==> src/hdl/hbs_regs.vh <==
// constants of the hub boot stage sequencer
`ifndef HBS_REGS_VH
`define HBS_REGS_VH
// register written by the configuring SoC to end its session
`define HBS_SESSION_END_ADDR 8'hFF
// firmware-upgrade signature "2DFU" and where it lives in flash
`define HBS_SIG_WORD   32'h32444655
`define HBS_SIG_ADDR   24'h00FFFA
// external code starts here once the signature is accepted
`define HBS_CODE_START 16'h0000
// flash read commands, single and dual output
`define HBS_CMD_READ   8'h03
`define HBS_CMD_DREAD  8'h3B
// flash transfer shape in sck cycles
`define HBS_HDR_CLKS   7'h20
`define HBS_DUMMY_CLKS 7'h08
`define HBS_LAST_SGL   7'h3F
`define HBS_LAST_DUAL  7'h37
// config entry that carries strap overrides, and its fields
`define HBS_STRAP_IDX  3'h0
`define HBS_BC_LSB     0
`define HBS_BC_W       3
`define HBS_NONREM_LSB 3
`define HBS_NONREM_W   3
`endif

==> src/hdl/hbs_sync.v <==
// three-stage synchroniser for pins, change taken when stages two and three agree
`timescale 1ns/1ps
module hbs_sync #(
    parameter         W    = 1,
    parameter [W-1:0] INIT = {W{1'b0}}
) (
    input  wire         clk,   // sampling clock
    input  wire         rst,   // synchronous reset
    input  wire [W-1:0] d,     // asynchronous pins
    output reg  [W-1:0] q      // filtered synchronous level
);
    reg [W-1:0] s1_r;
    reg [W-1:0] s2_r;
    reg [W-1:0] s3_r;
    wire [W-1:0] agree = ~(s2_r ^ s3_r);

    always @(posedge clk)
    begin
        if (rst)
        begin
            s1_r <= INIT;
            s2_r <= INIT;
            s3_r <= INIT;
            q    <= INIT;
        end
        else
        begin
            s1_r <= d;
            s2_r <= s1_r;
            s3_r <= s2_r;
            q    <= (s2_r & agree) | (q & ~agree);
        end
    end
endmodule // hbs_sync

==> src/hdl/hbs_spi_sig.v <==
// flash signature reader: single or dual read, spi mode 0 or 3
`timescale 1ns/1ps
`include "hbs_regs.vh"
module hbs_spi_sig #(
    parameter DIV = 2
) (
    input  wire clk,      // system clock
    input  wire rst,      // synchronous reset
    input  wire start,    // one-cycle pulse, starts a read
    input  wire dual,     // dual output read
    input  wire mode3,    // sck idles high
    input  wire io0_i,    // flash io0 sampled
    input  wire io1_i,    // flash io1 sampled
    output reg  sck,      // flash clock
    output reg  cs_n,     // flash select, active low
    output reg  io0_o,    // io0 drive value
    output reg  io0_oe,   // io0 drive enable
    output reg  done,     // one-cycle pulse at end of read
    output reg  sig_ok    // signature matched, held till next start
);
    reg        busy_r;
    reg [7:0]  div_r;
    reg [6:0]  cnt_r;
    reg [31:0] tx_r;
    reg [31:0] rx_r;
    wire [6:0] last_w  = dual ? `HBS_LAST_DUAL : `HBS_LAST_SGL;
    wire [6:0] dstart  = dual ? (`HBS_HDR_CLKS + `HBS_DUMMY_CLKS) : `HBS_HDR_CLKS;
    wire [6:0] cnt_nxt = cnt_r + 7'h01;
    wire [7:0] cmd_w   = dual ? `HBS_CMD_DREAD : `HBS_CMD_READ;

    always @(posedge clk)
    begin
        if (rst)
        begin
            busy_r <= 1'b0;
            div_r  <= 8'h00;
            cnt_r  <= 7'h00;
            tx_r   <= 32'h0;
            rx_r   <= 32'h0;
            sck    <= 1'b0;
            cs_n   <= 1'b1;
            io0_o  <= 1'b0;
            io0_oe <= 1'b0;
            done   <= 1'b0;
            sig_ok <= 1'b0;
        end
        else
        begin
            done <= 1'b0;
            if (!busy_r)
            begin
                sck <= mode3;
                if (start)
                begin
                    busy_r <= 1'b1;
                    cs_n   <= 1'b0;
                    sck    <= 1'b0;
                    div_r  <= 8'h00;
                    cnt_r  <= 7'h00;
                    rx_r   <= 32'h0;
                    sig_ok <= 1'b0;
                    tx_r   <= {cmd_w, `HBS_SIG_ADDR};
                    io0_o  <= cmd_w[7];
                    io0_oe <= 1'b1;
                end
            end
            else if (div_r == DIV - 1)
            begin
                div_r <= 8'h00;
                if (!sck)
                begin
                    sck <= 1'b1;
                    if (cnt_r >= dstart)
                        rx_r <= dual ? {rx_r[29:0], io1_i, io0_i} : {rx_r[30:0], io1_i};
                end
                else if (cnt_r == last_w)
                begin
                    busy_r <= 1'b0;
                    cs_n   <= 1'b1;
                    sck    <= mode3;
                    done   <= 1'b1;
                    sig_ok <= (rx_r == `HBS_SIG_WORD);
                end
                else
                begin
                    sck   <= 1'b0;
                    cnt_r <= cnt_nxt;
                    tx_r  <= {tx_r[30:0], 1'b0};
                    io0_o <= tx_r[30];
                    if (cnt_nxt == `HBS_HDR_CLKS)
                        io0_oe <= 1'b0;
                end
            end
            else
                div_r <= div_r + 8'h01;
        end
    end
endmodule // hbs_spi_sig

==> src/hdl/hbs_boot_seq.v <==
// hub boot and operating-stage sequencer
//
// How it works
// - reset pin low: standby, ports high impedance, pll stopped, only reset watched
// - entering standby aborts everything but the pin synchronisers and restores every other register default
// - reset pin high: hub mode, walking the boot stages in order
// - after reset release: spi init, pll runs, config defaults loaded
// - spi init reads flash for the 2DFU signature at 0xFFFA
// - good signature: external rom enabled, fetch starts at address 0x0000
// - bad or missing signature: stay on internal rom, go to config read
// - flash read works single or dual, spi mode 0 or 3
// - spi not strapped: skip flash, go to config read
// - config read loads rom defaults, then strap values override them
// - strap stage latches the slave option strap; slave option samples bus pins for pull-ups
// - pull-ups on both pins: soc config stage, else otp config stage
// - soc config stage waits without timeout for soc writes
// - otp stage merges default, soc and otp data into the hub
// - configured: idle, suspended while vbus is absent
// - vbus present: charger detection if charging enabled, else connect
// - connect stage drives usb connect while vbus high, leaves when low
// - normal mode holds full usb operation until mode changes
// - otp via usb only in normal mode, via smbus only in soc stage
// - upstream host may override battery charging at runtime
// - slave setup option strap with pull-ups on both bus pins puts the smbus interface into slave mode
`timescale 1ns/1ps
`include "hbs_regs.vh"
module hbs_boot_seq #(
    parameter            CFG_N       = 8,
    parameter [8*8-1:0]  CFG_DEFAULT = 64'h0,
    parameter            SPI_DIV     = 2
) (
    input  wire               ref_clk,                // 50 MHz clock
    input  wire               rst,                    // synchronous reset, high
    input  wire               chip_reset_n_pin,       // chip reset pin, low = standby
    input  wire               pll_lock_pin,           // pll locked
    input  wire               vbus_pin,               // upstream vbus function
    input  wire               mgmt_bus_data_pin,      // bus data level at boot
    input  wire               mgmt_bus_clock_pin,     // bus clock level at boot
    input  wire               strap_spi_en,           // spi mode strap
    input  wire               strap_spi_dual,         // dual flash strap
    input  wire               strap_spi_mode3,        // flash clock mode 3
    input  wire               slave_setup_option,     // config strap, slave option
    input  wire [2:0]         strap_bc_en,            // charging strap code
    input  wire [2:0]         strap_non_rem,          // non-removable strap code
    input  wire               spi_io0_i,              // flash io0 input
    input  wire               spi_io1_i,              // flash io1 input
    input  wire               cfg_wr_stb,             // soc register write pulse
    input  wire [7:0]         cfg_wr_addr,            // soc register address
    input  wire [7:0]         cfg_wr_data,            // soc register data
    input  wire [8*8-1:0]     otp_cfg_data,           // otp config bytes
    input  wire [7:0]         otp_cfg_vld,            // otp bytes present
    input  wire               chg_det_done,           // charger detection over
    input  wire               host_configured,        // upstream host took over
    input  wire               otp_smb_req,            // otp access from smbus
    input  wire               otp_usb_req,            // otp access from usb
    input  wire               bc_ovr_stb,             // host charging override pulse
    input  wire               bc_ovr_val,             // host charging override value
    output wire               spi_sck,                // flash clock
    output wire               spi_cs_n,               // flash select, low active
    output wire               spi_io0_o,              // flash io0 drive
    output wire               spi_io0_oe,             // flash io0 enable
    output reg  [10:0]        stage_r,                // current stage, one-hot
    output reg                ports_hiz_r,            // port interfaces high-z
    output reg                pll_run_r,              // pll enable
    output reg                ext_rom_en_r,           // external rom enabled
    output reg  [15:0]        ext_fetch_addr_r,       // external fetch start
    output reg                smb_slave_en_r,         // smbus slave mode on
    output reg                otp_smb_gnt_r,          // otp granted to smbus
    output reg                otp_usb_gnt_r,          // otp granted to usb
    output reg                hub_cfg_wr_r,           // merged entry write pulse
    output reg  [7:0]         hub_cfg_addr_r,         // merged entry index
    output reg  [7:0]         hub_cfg_data_r,         // merged entry value
    output reg                bc_en_r,                // battery charging enabled
    output reg                suspend_r,              // suspended in idle
    output reg                chg_det_start_r,        // start charger detect pulse
    output reg                usb_connect_r           // usb connect asserted
);
    // =========================================================
    // stages
    localparam [10:0] ST_STBY  = 11'h001;
    localparam [10:0] ST_SPI   = 11'h002;
    localparam [10:0] ST_EXT   = 11'h004;
    localparam [10:0] ST_CFGRD = 11'h008;
    localparam [10:0] ST_STRAP = 11'h010;
    localparam [10:0] ST_SOC   = 11'h020;
    localparam [10:0] ST_OTP   = 11'h040;
    localparam [10:0] ST_IDLE  = 11'h080;
    localparam [10:0] ST_CHG   = 11'h100;
    localparam [10:0] ST_CONN  = 11'h200;
    localparam [10:0] ST_NORM  = 11'h400;
    localparam        IW       = $clog2(CFG_N);

    // =========================================================
    // pin synchronisers
    wire       rstn_s;
    wire       lock_s;
    wire       vbus_s;
    wire       sda_s;
    wire       scl_s;
    wire       spi_en_s;
    wire       dual_s;
    wire       mode3_s;
    wire       slave_s;
    wire [2:0] bc_s;
    wire [2:0] nonrem_s;

    hbs_sync #(
        .W    (15),
        .INIT (15'h0000)
    ) u_sync (
        .clk (ref_clk),
        .rst (rst),
        .d   ({chip_reset_n_pin,
               pll_lock_pin,
               vbus_pin,
               mgmt_bus_data_pin,
               mgmt_bus_clock_pin,
               strap_spi_en,
               strap_spi_dual,
               strap_spi_mode3,
               slave_setup_option,
               strap_bc_en,
               strap_non_rem}),
        .q   ({rstn_s,
               lock_s,
               vbus_s,
               sda_s,
               scl_s,
               spi_en_s,
               dual_s,
               mode3_s,
               slave_s,
               bc_s,
               nonrem_s})
    );

    // =========================================================
    // flash signature reader
    reg  spi_start_r;
    reg  spi_busy_r;
    wire spi_done;
    wire spi_sig_ok;
    wire stby_w = rst | ~rstn_s;

    hbs_spi_sig #(
        .DIV (SPI_DIV)
    ) u_spi (
        .clk    (ref_clk),
        .rst    (stby_w),
        .start  (spi_start_r),
        .dual   (dual_s),
        .mode3  (mode3_s),
        .io0_i  (spi_io0_i),
        .io1_i  (spi_io1_i),
        .sck    (spi_sck),
        .cs_n   (spi_cs_n),
        .io0_o  (spi_io0_o),
        .io0_oe (spi_io0_oe),
        .done   (spi_done),
        .sig_ok (spi_sig_ok)
    );

    // =========================================================
    // config store: defaults, soc writes and their valid bits
    reg [7:0]    cfg_mem [0:CFG_N-1];
    reg [7:0]    soc_mem [0:CFG_N-1];
    reg [CFG_N-1:0] soc_vld_r;
    reg [IW-1:0] mi_r;
    reg          slave_lat_r;
    integer      i;

    // soc writes win: soc over otp over default
    function [7:0] merge_pick;
        input       soc_v;
        input [7:0] soc_d;
        input       otp_v;
        input [7:0] otp_d;
        input [7:0] def_d;
        begin
            merge_pick = soc_v ? soc_d : (otp_v ? otp_d : def_d);
        end
    endfunction

    wire [7:0] merged_w = merge_pick(soc_vld_r[mi_r], soc_mem[mi_r],
                                     otp_cfg_vld[mi_r], otp_cfg_data[mi_r*8 +: 8],
                                     cfg_mem[mi_r]);
    wire end_wr_w = cfg_wr_stb & (cfg_wr_addr == `HBS_SESSION_END_ADDR);

    // =========================================================
    // stage machine
    always @(posedge ref_clk)
    begin
        if (stby_w)
        begin
            stage_r          <= ST_STBY;
            ports_hiz_r      <= 1'b1;
            pll_run_r        <= 1'b0;
            ext_rom_en_r     <= 1'b0;
            ext_fetch_addr_r <= 16'h0000;
            smb_slave_en_r   <= 1'b0;
            otp_smb_gnt_r    <= 1'b0;
            otp_usb_gnt_r    <= 1'b0;
            hub_cfg_wr_r     <= 1'b0;
            hub_cfg_addr_r   <= 8'h00;
            hub_cfg_data_r   <= 8'h00;
            bc_en_r          <= 1'b0;
            suspend_r        <= 1'b0;
            chg_det_start_r  <= 1'b0;
            usb_connect_r    <= 1'b0;
            spi_start_r      <= 1'b0;
            spi_busy_r       <= 1'b0;
            soc_vld_r        <= {CFG_N{1'b0}};
            mi_r             <= {IW{1'b0}};
            slave_lat_r      <= 1'b0;
            for (i = 0; i < CFG_N; i = i + 1)
            begin
                cfg_mem[i] <= CFG_DEFAULT[i*8 +: 8];
                soc_mem[i] <= 8'h00;
            end
        end
        else
        begin
            spi_start_r     <= 1'b0;
            hub_cfg_wr_r    <= 1'b0;
            chg_det_start_r <= 1'b0;
            otp_smb_gnt_r   <= 1'b0;
            otp_usb_gnt_r   <= 1'b0;
            case (stage_r)
                ST_STBY:
                begin
                    stage_r     <= ST_SPI;
                    ports_hiz_r <= 1'b0;
                    pll_run_r   <= 1'b1;
                end
                ST_SPI:
                begin
                    if (!spi_en_s)
                        stage_r <= ST_CFGRD;
                    else if (lock_s && !spi_busy_r)
                    begin
                        spi_start_r <= 1'b1;
                        spi_busy_r  <= 1'b1;
                    end
                    else if (spi_done)
                    begin
                        spi_busy_r <= 1'b0;
                        if (spi_sig_ok)
                        begin
                            stage_r          <= ST_EXT;
                            ext_rom_en_r     <= 1'b1;
                            ext_fetch_addr_r <= `HBS_CODE_START;
                        end
                        else
                            stage_r <= ST_CFGRD;
                    end
                end
                ST_EXT:
                    stage_r <= ST_EXT;
                ST_CFGRD:
                begin
                    for (i = 0; i < CFG_N; i = i + 1)
                        cfg_mem[i] <= CFG_DEFAULT[i*8 +: 8];
                    cfg_mem[`HBS_STRAP_IDX][`HBS_BC_LSB +: `HBS_BC_W] <= bc_s;
                    cfg_mem[`HBS_STRAP_IDX][`HBS_NONREM_LSB +: `HBS_NONREM_W] <=
                        nonrem_s;
                    stage_r <= ST_STRAP;
                end
                ST_STRAP:
                begin
                    slave_lat_r <= slave_s;
                    if (slave_s && sda_s && scl_s)
                    begin
                        stage_r        <= ST_SOC;
                        smb_slave_en_r <= 1'b1;
                    end
                    else
                        stage_r <= ST_OTP;
                end
                ST_SOC:
                begin
                    otp_smb_gnt_r <= otp_smb_req;
                    if (end_wr_w)
                    begin
                        stage_r        <= ST_OTP;
                        smb_slave_en_r <= slave_lat_r;
                    end
                    else if (cfg_wr_stb && (cfg_wr_addr < CFG_N))
                    begin
                        soc_mem[cfg_wr_addr[IW-1:0]]   <= cfg_wr_data;
                        soc_vld_r[cfg_wr_addr[IW-1:0]] <= 1'b1;
                    end
                end
                ST_OTP:
                begin
                    hub_cfg_wr_r   <= 1'b1;
                    hub_cfg_addr_r <= {{(8-IW){1'b0}}, mi_r};
                    hub_cfg_data_r <= merged_w;
                    if (mi_r == `HBS_STRAP_IDX)
                        bc_en_r <= |merged_w[`HBS_BC_LSB +: `HBS_BC_W];
                    if (mi_r == CFG_N - 1)
                        stage_r <= ST_IDLE;
                    else
                        mi_r <= mi_r + {{(IW-1){1'b0}}, 1'b1};
                end
                ST_IDLE:
                begin
                    suspend_r <= ~vbus_s;
                    if (vbus_s)
                    begin
                        suspend_r <= 1'b0;
                        if (bc_en_r)
                        begin
                            stage_r         <= ST_CHG;
                            chg_det_start_r <= 1'b1;
                        end
                        else
                            stage_r <= ST_CONN;
                    end
                end
                ST_CHG:
                    if (chg_det_done)
                        stage_r <= ST_CONN;
                ST_CONN:
                begin
                    usb_connect_r <= vbus_s;
                    if (!vbus_s)
                        stage_r <= ST_IDLE;
                    else if (host_configured)
                        stage_r <= ST_NORM;
                end
                ST_NORM:
                begin
                    usb_connect_r <= vbus_s;
                    otp_usb_gnt_r <= otp_usb_req;
                    if (bc_ovr_stb)
                        bc_en_r <= bc_ovr_val;
                end
                default:
                    stage_r <= ST_STBY;
            endcase
        end
    end
endmodule // hbs_boot_seq

==> config.mk <==
export PLATFORM = sky130hd
export DESIGN_NAME = hbs_boot_seq
export DESIGN_NICKNAME = d
export VERILOG_FILES = /design/src/hdl/hbs_sync.v /design/src/hdl/hbs_spi_sig.v /design/src/hdl/hbs_boot_seq.v
export VERILOG_INCLUDE_DIRS = /design/src /design/src/hdl
export SDC_FILE = /design/constraint.sdc
export NUM_CORES = 1
export LEC_CHECK = 0
export BUFFER_PORTS_ARGS = -buffer_cell sky130_fd_sc_hd__buf_2
export CAP_MARGIN = 10
export CORE_MARGIN = 2
export CORE_UTILIZATION = 49
export DETAILED_ROUTE_END_ITERATION = 10
export PLACE_DENSITY = 0.67
export SKIP_LAST_GASP = 1
export SYNTH_ARGS = -nofsm -noshare
export SYNTH_HDL_FRONTEND = slang
export SYNTH_HIERARCHICAL = 1
export SYNTH_SLANG_ARGS = --single-unit
==> constraint.sdc <==
create_clock -name ref_clk -period 3.9 [get_ports ref_clk]
set_input_delay 1.17 -clock ref_clk [delete_from_list [all_inputs] [get_ports ref_clk]]
set_output_delay 1.17 -clock ref_clk [all_outputs]
set_load 0.05 [all_outputs]
# After elaboration in Yosys (flattened, before gate mapping)
# Memory sizes are Yosys's and may differ from the RTL's. A register that Yosys moved wholly into a read port is not among the register bits.
# Cells that the tools add are included.
totals:
  register_bits: 192
  latch_bits: 0
  mem_bits_rw: 112
  romBits: 0
  inputBits: 114
  output_inout_bits: 58
  word_cells: 254
  memories: 2
memory_table:
  columns: ["name", "words", "width", "read_ports", "rd_ports_with_merged_regs", "write_ports", "line_no", "source"]
  rows:
  - ["soc_mem", 8, 8, 1, 1, 8, "hbs_boot_seq.v:166", "reg [7:0] soc_mem [0:CFG_N-1];"]
  - ["cfg_mem", 8, 6, 1, 1, 8, "hbs_boot_seq.v:165", "reg [7:0] cfg_mem [0:CFG_N-1];"]
op_classes:
  add_sub_neg: 3
  n_mul: 0
  div_mod_pow: 0
  order_cmp: 5
  n_eq_ne: 34
  shifts: 1
  muxes: 113
  bitwise_logic: 32
  reduce_logical: 30
op_table:
  columns: ["operator", "count"]
  rows:
  - ["32-bit two-way mux", 6]
  - ["31-bit two-way mux", 5]
  - ["11-bit case mux with 11 select lines", 1]
  - ["11-bit two-way mux", 9]
  - ["64-bit by 7-bit variable part select with 8-bit output", 1]
  - ["1-bit two-way mux", 55]
  - ["6-bit two-way mux", 9]
  - ["8-bit two-way mux", 6]
  - ["7-bit two-way mux", 6]
  - ["32-bit by 30-bit equality test with 1-bit output (second input constant)", 1]
  - ["15-bit AND", 2]
  - ["15-bit NOT", 2]
  - ["2-bit != test (second input constant)", 12]
  - ["3-bit two-way mux", 7]
  - ["15-bit OR", 1]
  - ["15-bit bitwise XOR", 1]
  - ["1-bit NOT", 13]
  - ["4-bit two-way mux", 3]
  - ["3-bit AND reduction", 4]
  - ["4-bit AND reduction", 3]
  - ["11-bit by 1-bit equality test with 1-bit output (second input constant)", 1]
  - ["11-bit by 10-bit equality test with 1-bit output (second input constant)", 1]
  - ["11-bit equality test (second input constant)", 1]
  - ["11-bit by 2-bit equality test with 1-bit output (second input constant)", 1]
  - ["other kinds (40)", 67]

# Longest topological paths before layout
depth:
  word_depth: 9
  depth_mapped: 9
  depth_no_buf: 8

# By module
# Netlist, hierarchy kept.
by_module_without_submodules:
  columns: ["module", "n_inst", "cells_per_inst", "area_per_inst_um2", "seq_area_each_um2"]
  rows:
  - ["hbs_boot_seq", 1, 524, 6214.7, 3103.0]
  - ["hbs_spi_sig", 1, 451, 4097.7, 1681.6]
  - ["hbs_sync", 1, 156, 1719.1, 1201.2]

# Least setup slack after synthesis
# No wires, ideal clock.
synth_timing:
  path_type: "input port to flip-flop"
  start: "input port cfg_wr_addr[2]"
  end: "memory soc_mem[7][0], enable pin"
  setup_time_ns: 0.384
  arrival_ns: 2.743
  t_required_ns: 3.516
  path_slack_ns: 0.773
  stages: 5
  path_buffers: 0
  path_cell_list: "nand2_1 > nor2_1 > a41o_2 > or3_4 > o21ai_0"
synth_lines:
  columns: ["item", "line_no", "source"]
  rows:
  - ["from (decl)", "hbs_boot_seq.v:48", "input wire [7:0] cfg_wr_addr,"]
  - ["to (decl)", "hbs_boot_seq.v:166", null]

==> impl_metrics.ini <==
[run_status]
status = finished, final reports clean

[yosys]
synth_ff_type = dfxtp_1
synth-seq-area-share_pct = 49.8
synthTopCellsByCount = dfxtp_1, nand2_1, mux2i_1
yosys_warnings = 6
syn_inst = 1131
synth.most_common_cell = dfxtp_1
synthTopCellsByArea = dfxtp_1, edfxtp_1, mux2i_1
synth_edf_count = 70
avgSynthCellArea_um2 = 10.6
syn_area_um2 = 12000
ys_async_sr_fraction_pct = 0
yosysUniqueCellTypes = 69
synth_top_area_share_pct = 32.3
synth_largest_area_cell = dfxtp_1
synth-seq-cells = 264

[floorplanning]
dieArea_um2 = 25800
core_um2 = 24200
die_h_um = 161
io_pins = 172
rows = 57
die_w_um = 161
start_util_pct = 49.8

[drt]
wl_per_cell_um = 17.0
routed-via-count = 8755
drc = 0
firstDrtPassIters = 5
drt_iter0_markers = 572
via_per_inst = 5.43
ant_nets = 0
totalWireLength_um = 27400

[sta]
fmax_mhz = 326
rsz0062_at_grt = false
period_minus_slack_ps = 3070
finClkSkew_ps = 17.3
hold_viol = 0
fin_tns_setup_ps = 0
slew_headroom_pct = 36.2
tightest_slew_ps = 954
drv_slew = 0
finalWorstSetupSlack_ps = 830
min_period_over_period_pct = 78.7
final-setup-viol-count = 0

[clock_tree]
ctsHtreeMaxLevel = 1
cts_tree = done
cts.sinks = 264
cts_resized = 0
clock_latency_ps = 540
numCtsBuffers = 28
postCtsSetupBuffers = 0
path_clk_slew_ps = 60
clockBufferDepth = 3
postCtsHoldBufs = 0
cts-root-buf = clkbuf_16

[critical_path]
r2r-end = soc_mem[6][6]
path_cells = nor3_4 -> nand3_2 -> a41o_2 -> or3_4 -> nor3b_4 -> nand2b_1
cp_slowest_stage_delay_ps = 450
cp.required_ps = 4090
rr_worst_depth = 6
worstReg2RegStart = stage_r[6]
crit_path_start_kind = register
worst-path-max-fanout = 10
r2r_slack_ps = 830
path_class = reg -> reg
cp.arrival_ps = 3260
cp-end-kind = register
crit_path_top_delay_cell = or3_4

[job]
drv_cap = 0

[placement]
gp_congestion = 0.852
portBuffers = 150
dp_slack_ps = 390
placed_cells = 1561
hpwl_um = 19000

[power_and_ir_drop]
leakagePower_nw = 5.21
ir_drop_mv = 0.317
power_w = 0.00560
pwr_density_cell_nw_per_um2 = 403

[final_layout]
diodes = 0
nNetsFinal = 1389
final_layout_size_suffix_gt1_share_pct = 24.5
layoutNonFillerInstCount = 1612
area_growth_pct = 15.6
utilization_pct = 57.5

[grt]
grt_pass1_vias = 8263
track_usage_pct = 20.7
grt-ovfl-total = 0
grt_max_degree = 65
grt_pass1_wl_um = 43400
antenna_found_initial = 0

[hold_path]
hold_start = u_sync/s1_r[8]
min_path_type = reg -> reg
whs_path_depth = 1
whs_endpoint = u_sync/s2_r[8]
metal layers:
metal  wire [um]  GRT usage, %  up-vias
met5           0             0        -
met4         511          4.95        0
met3        1800          3.33       31
met2       12800          34.8      283
met1       12300          28.4     4133
li1            -             -     4308
cell usage in the layout, fill, tap and decap left out, types with 25 or more instances in the layout:
cell	n
a21oi_1	53
mux4_2	36
or2_2	36
and2_1	72
a211oi_1	25
buf_2	150
mux2i_1	94
dfxtp_1	193
edfxtp_1	70
nand2_1	99
o21ai_0	30
nor3_1	28
nor2b_1	51
nor2_1	52
clkbuf_16	28
worst max-delay path, delay by kind of cell, from the launching register on:
family	cells	cell delay (ps)
AOI/OAI and AO/OA	1	380
and+or+nand+nor	5	1900
DFF	1	430
worst max path at each step:
stage / startpoint / to / slack [ps] / cells after the start
after global routing: stage_r[1] / soc_mem[6][2] / 600 / 6
after floorplan: cfg_wr_addr[2] / soc_mem[7][0] / 770 / 5
after detailed placement: cfg_wr_addr[2] / soc_mem[6][3] / 390 / 7
after global placement: cfg_wr_addr[2] / soc_mem[6][0] / 460 / 7
final: stage_r[6] / soc_mem[6][6] / 830 / 6
after CTS: stage_r[1] / soc_mem[6][2] / 790 / 6
cell families after synthesis:
kind of cell	after synthesis	synth area share, %
and+or+nand+nor	450	21.2
DFF	264	49.8
AOI/OAI and AO/OA	164	8.69
muxes	133	14.8
buffers and inverters	108	4.43
adders and majority gates	8	0.832
xor gates and xnor gates	3	0.218
other	1	0.0312
power by group:
group	leakage [nW]	total, W	switching (W)	internal, W
registers	2.43	0.00282	0.00000703	0.00282
clock network	0.449	0.00260	0.00105	0.00154
logic	2.33	0.000182	0.000110	0.0000725
total	5.21	0.00560	0.00117	0.00443
area by class of cell:
type	instances	area [um^2]
clock inverter	11	121
tap	324	405
sequential	264	5990
clock buffer	40	791
multi-input combinational	779	5610
inverter	21	78.8
fill	2084	10300
timing repair buffer	173	923
per-stage QoR:
step	instance area (um^2)	hold WS, ps
6_report	13900	435
5_1_grt	13900	455
4_1_cts	13900	438
3_5_place_dp	13000	425
3_3_place_gp	13000	418
2_1_floorplan	12100	414
registers in the layout (all words and copies together), names as in the netlist, 6 cells and up, named ones only:
name / flops
u_sync/s1_r: 15
cfg_mem: 6
u_spi/tx_r: 30
soc_vld_r: 8
soc_mem: 64
u_spi/rx_r: 32
u_sync/s3_r: 15
stage_r: 11
hub_cfg_data_r: 8
u_sync/s2_r: 15
u_spi/cnt_r: 7
u_spi/div_r: 8
No activity file was read; power rests on OpenSTA's default activity.
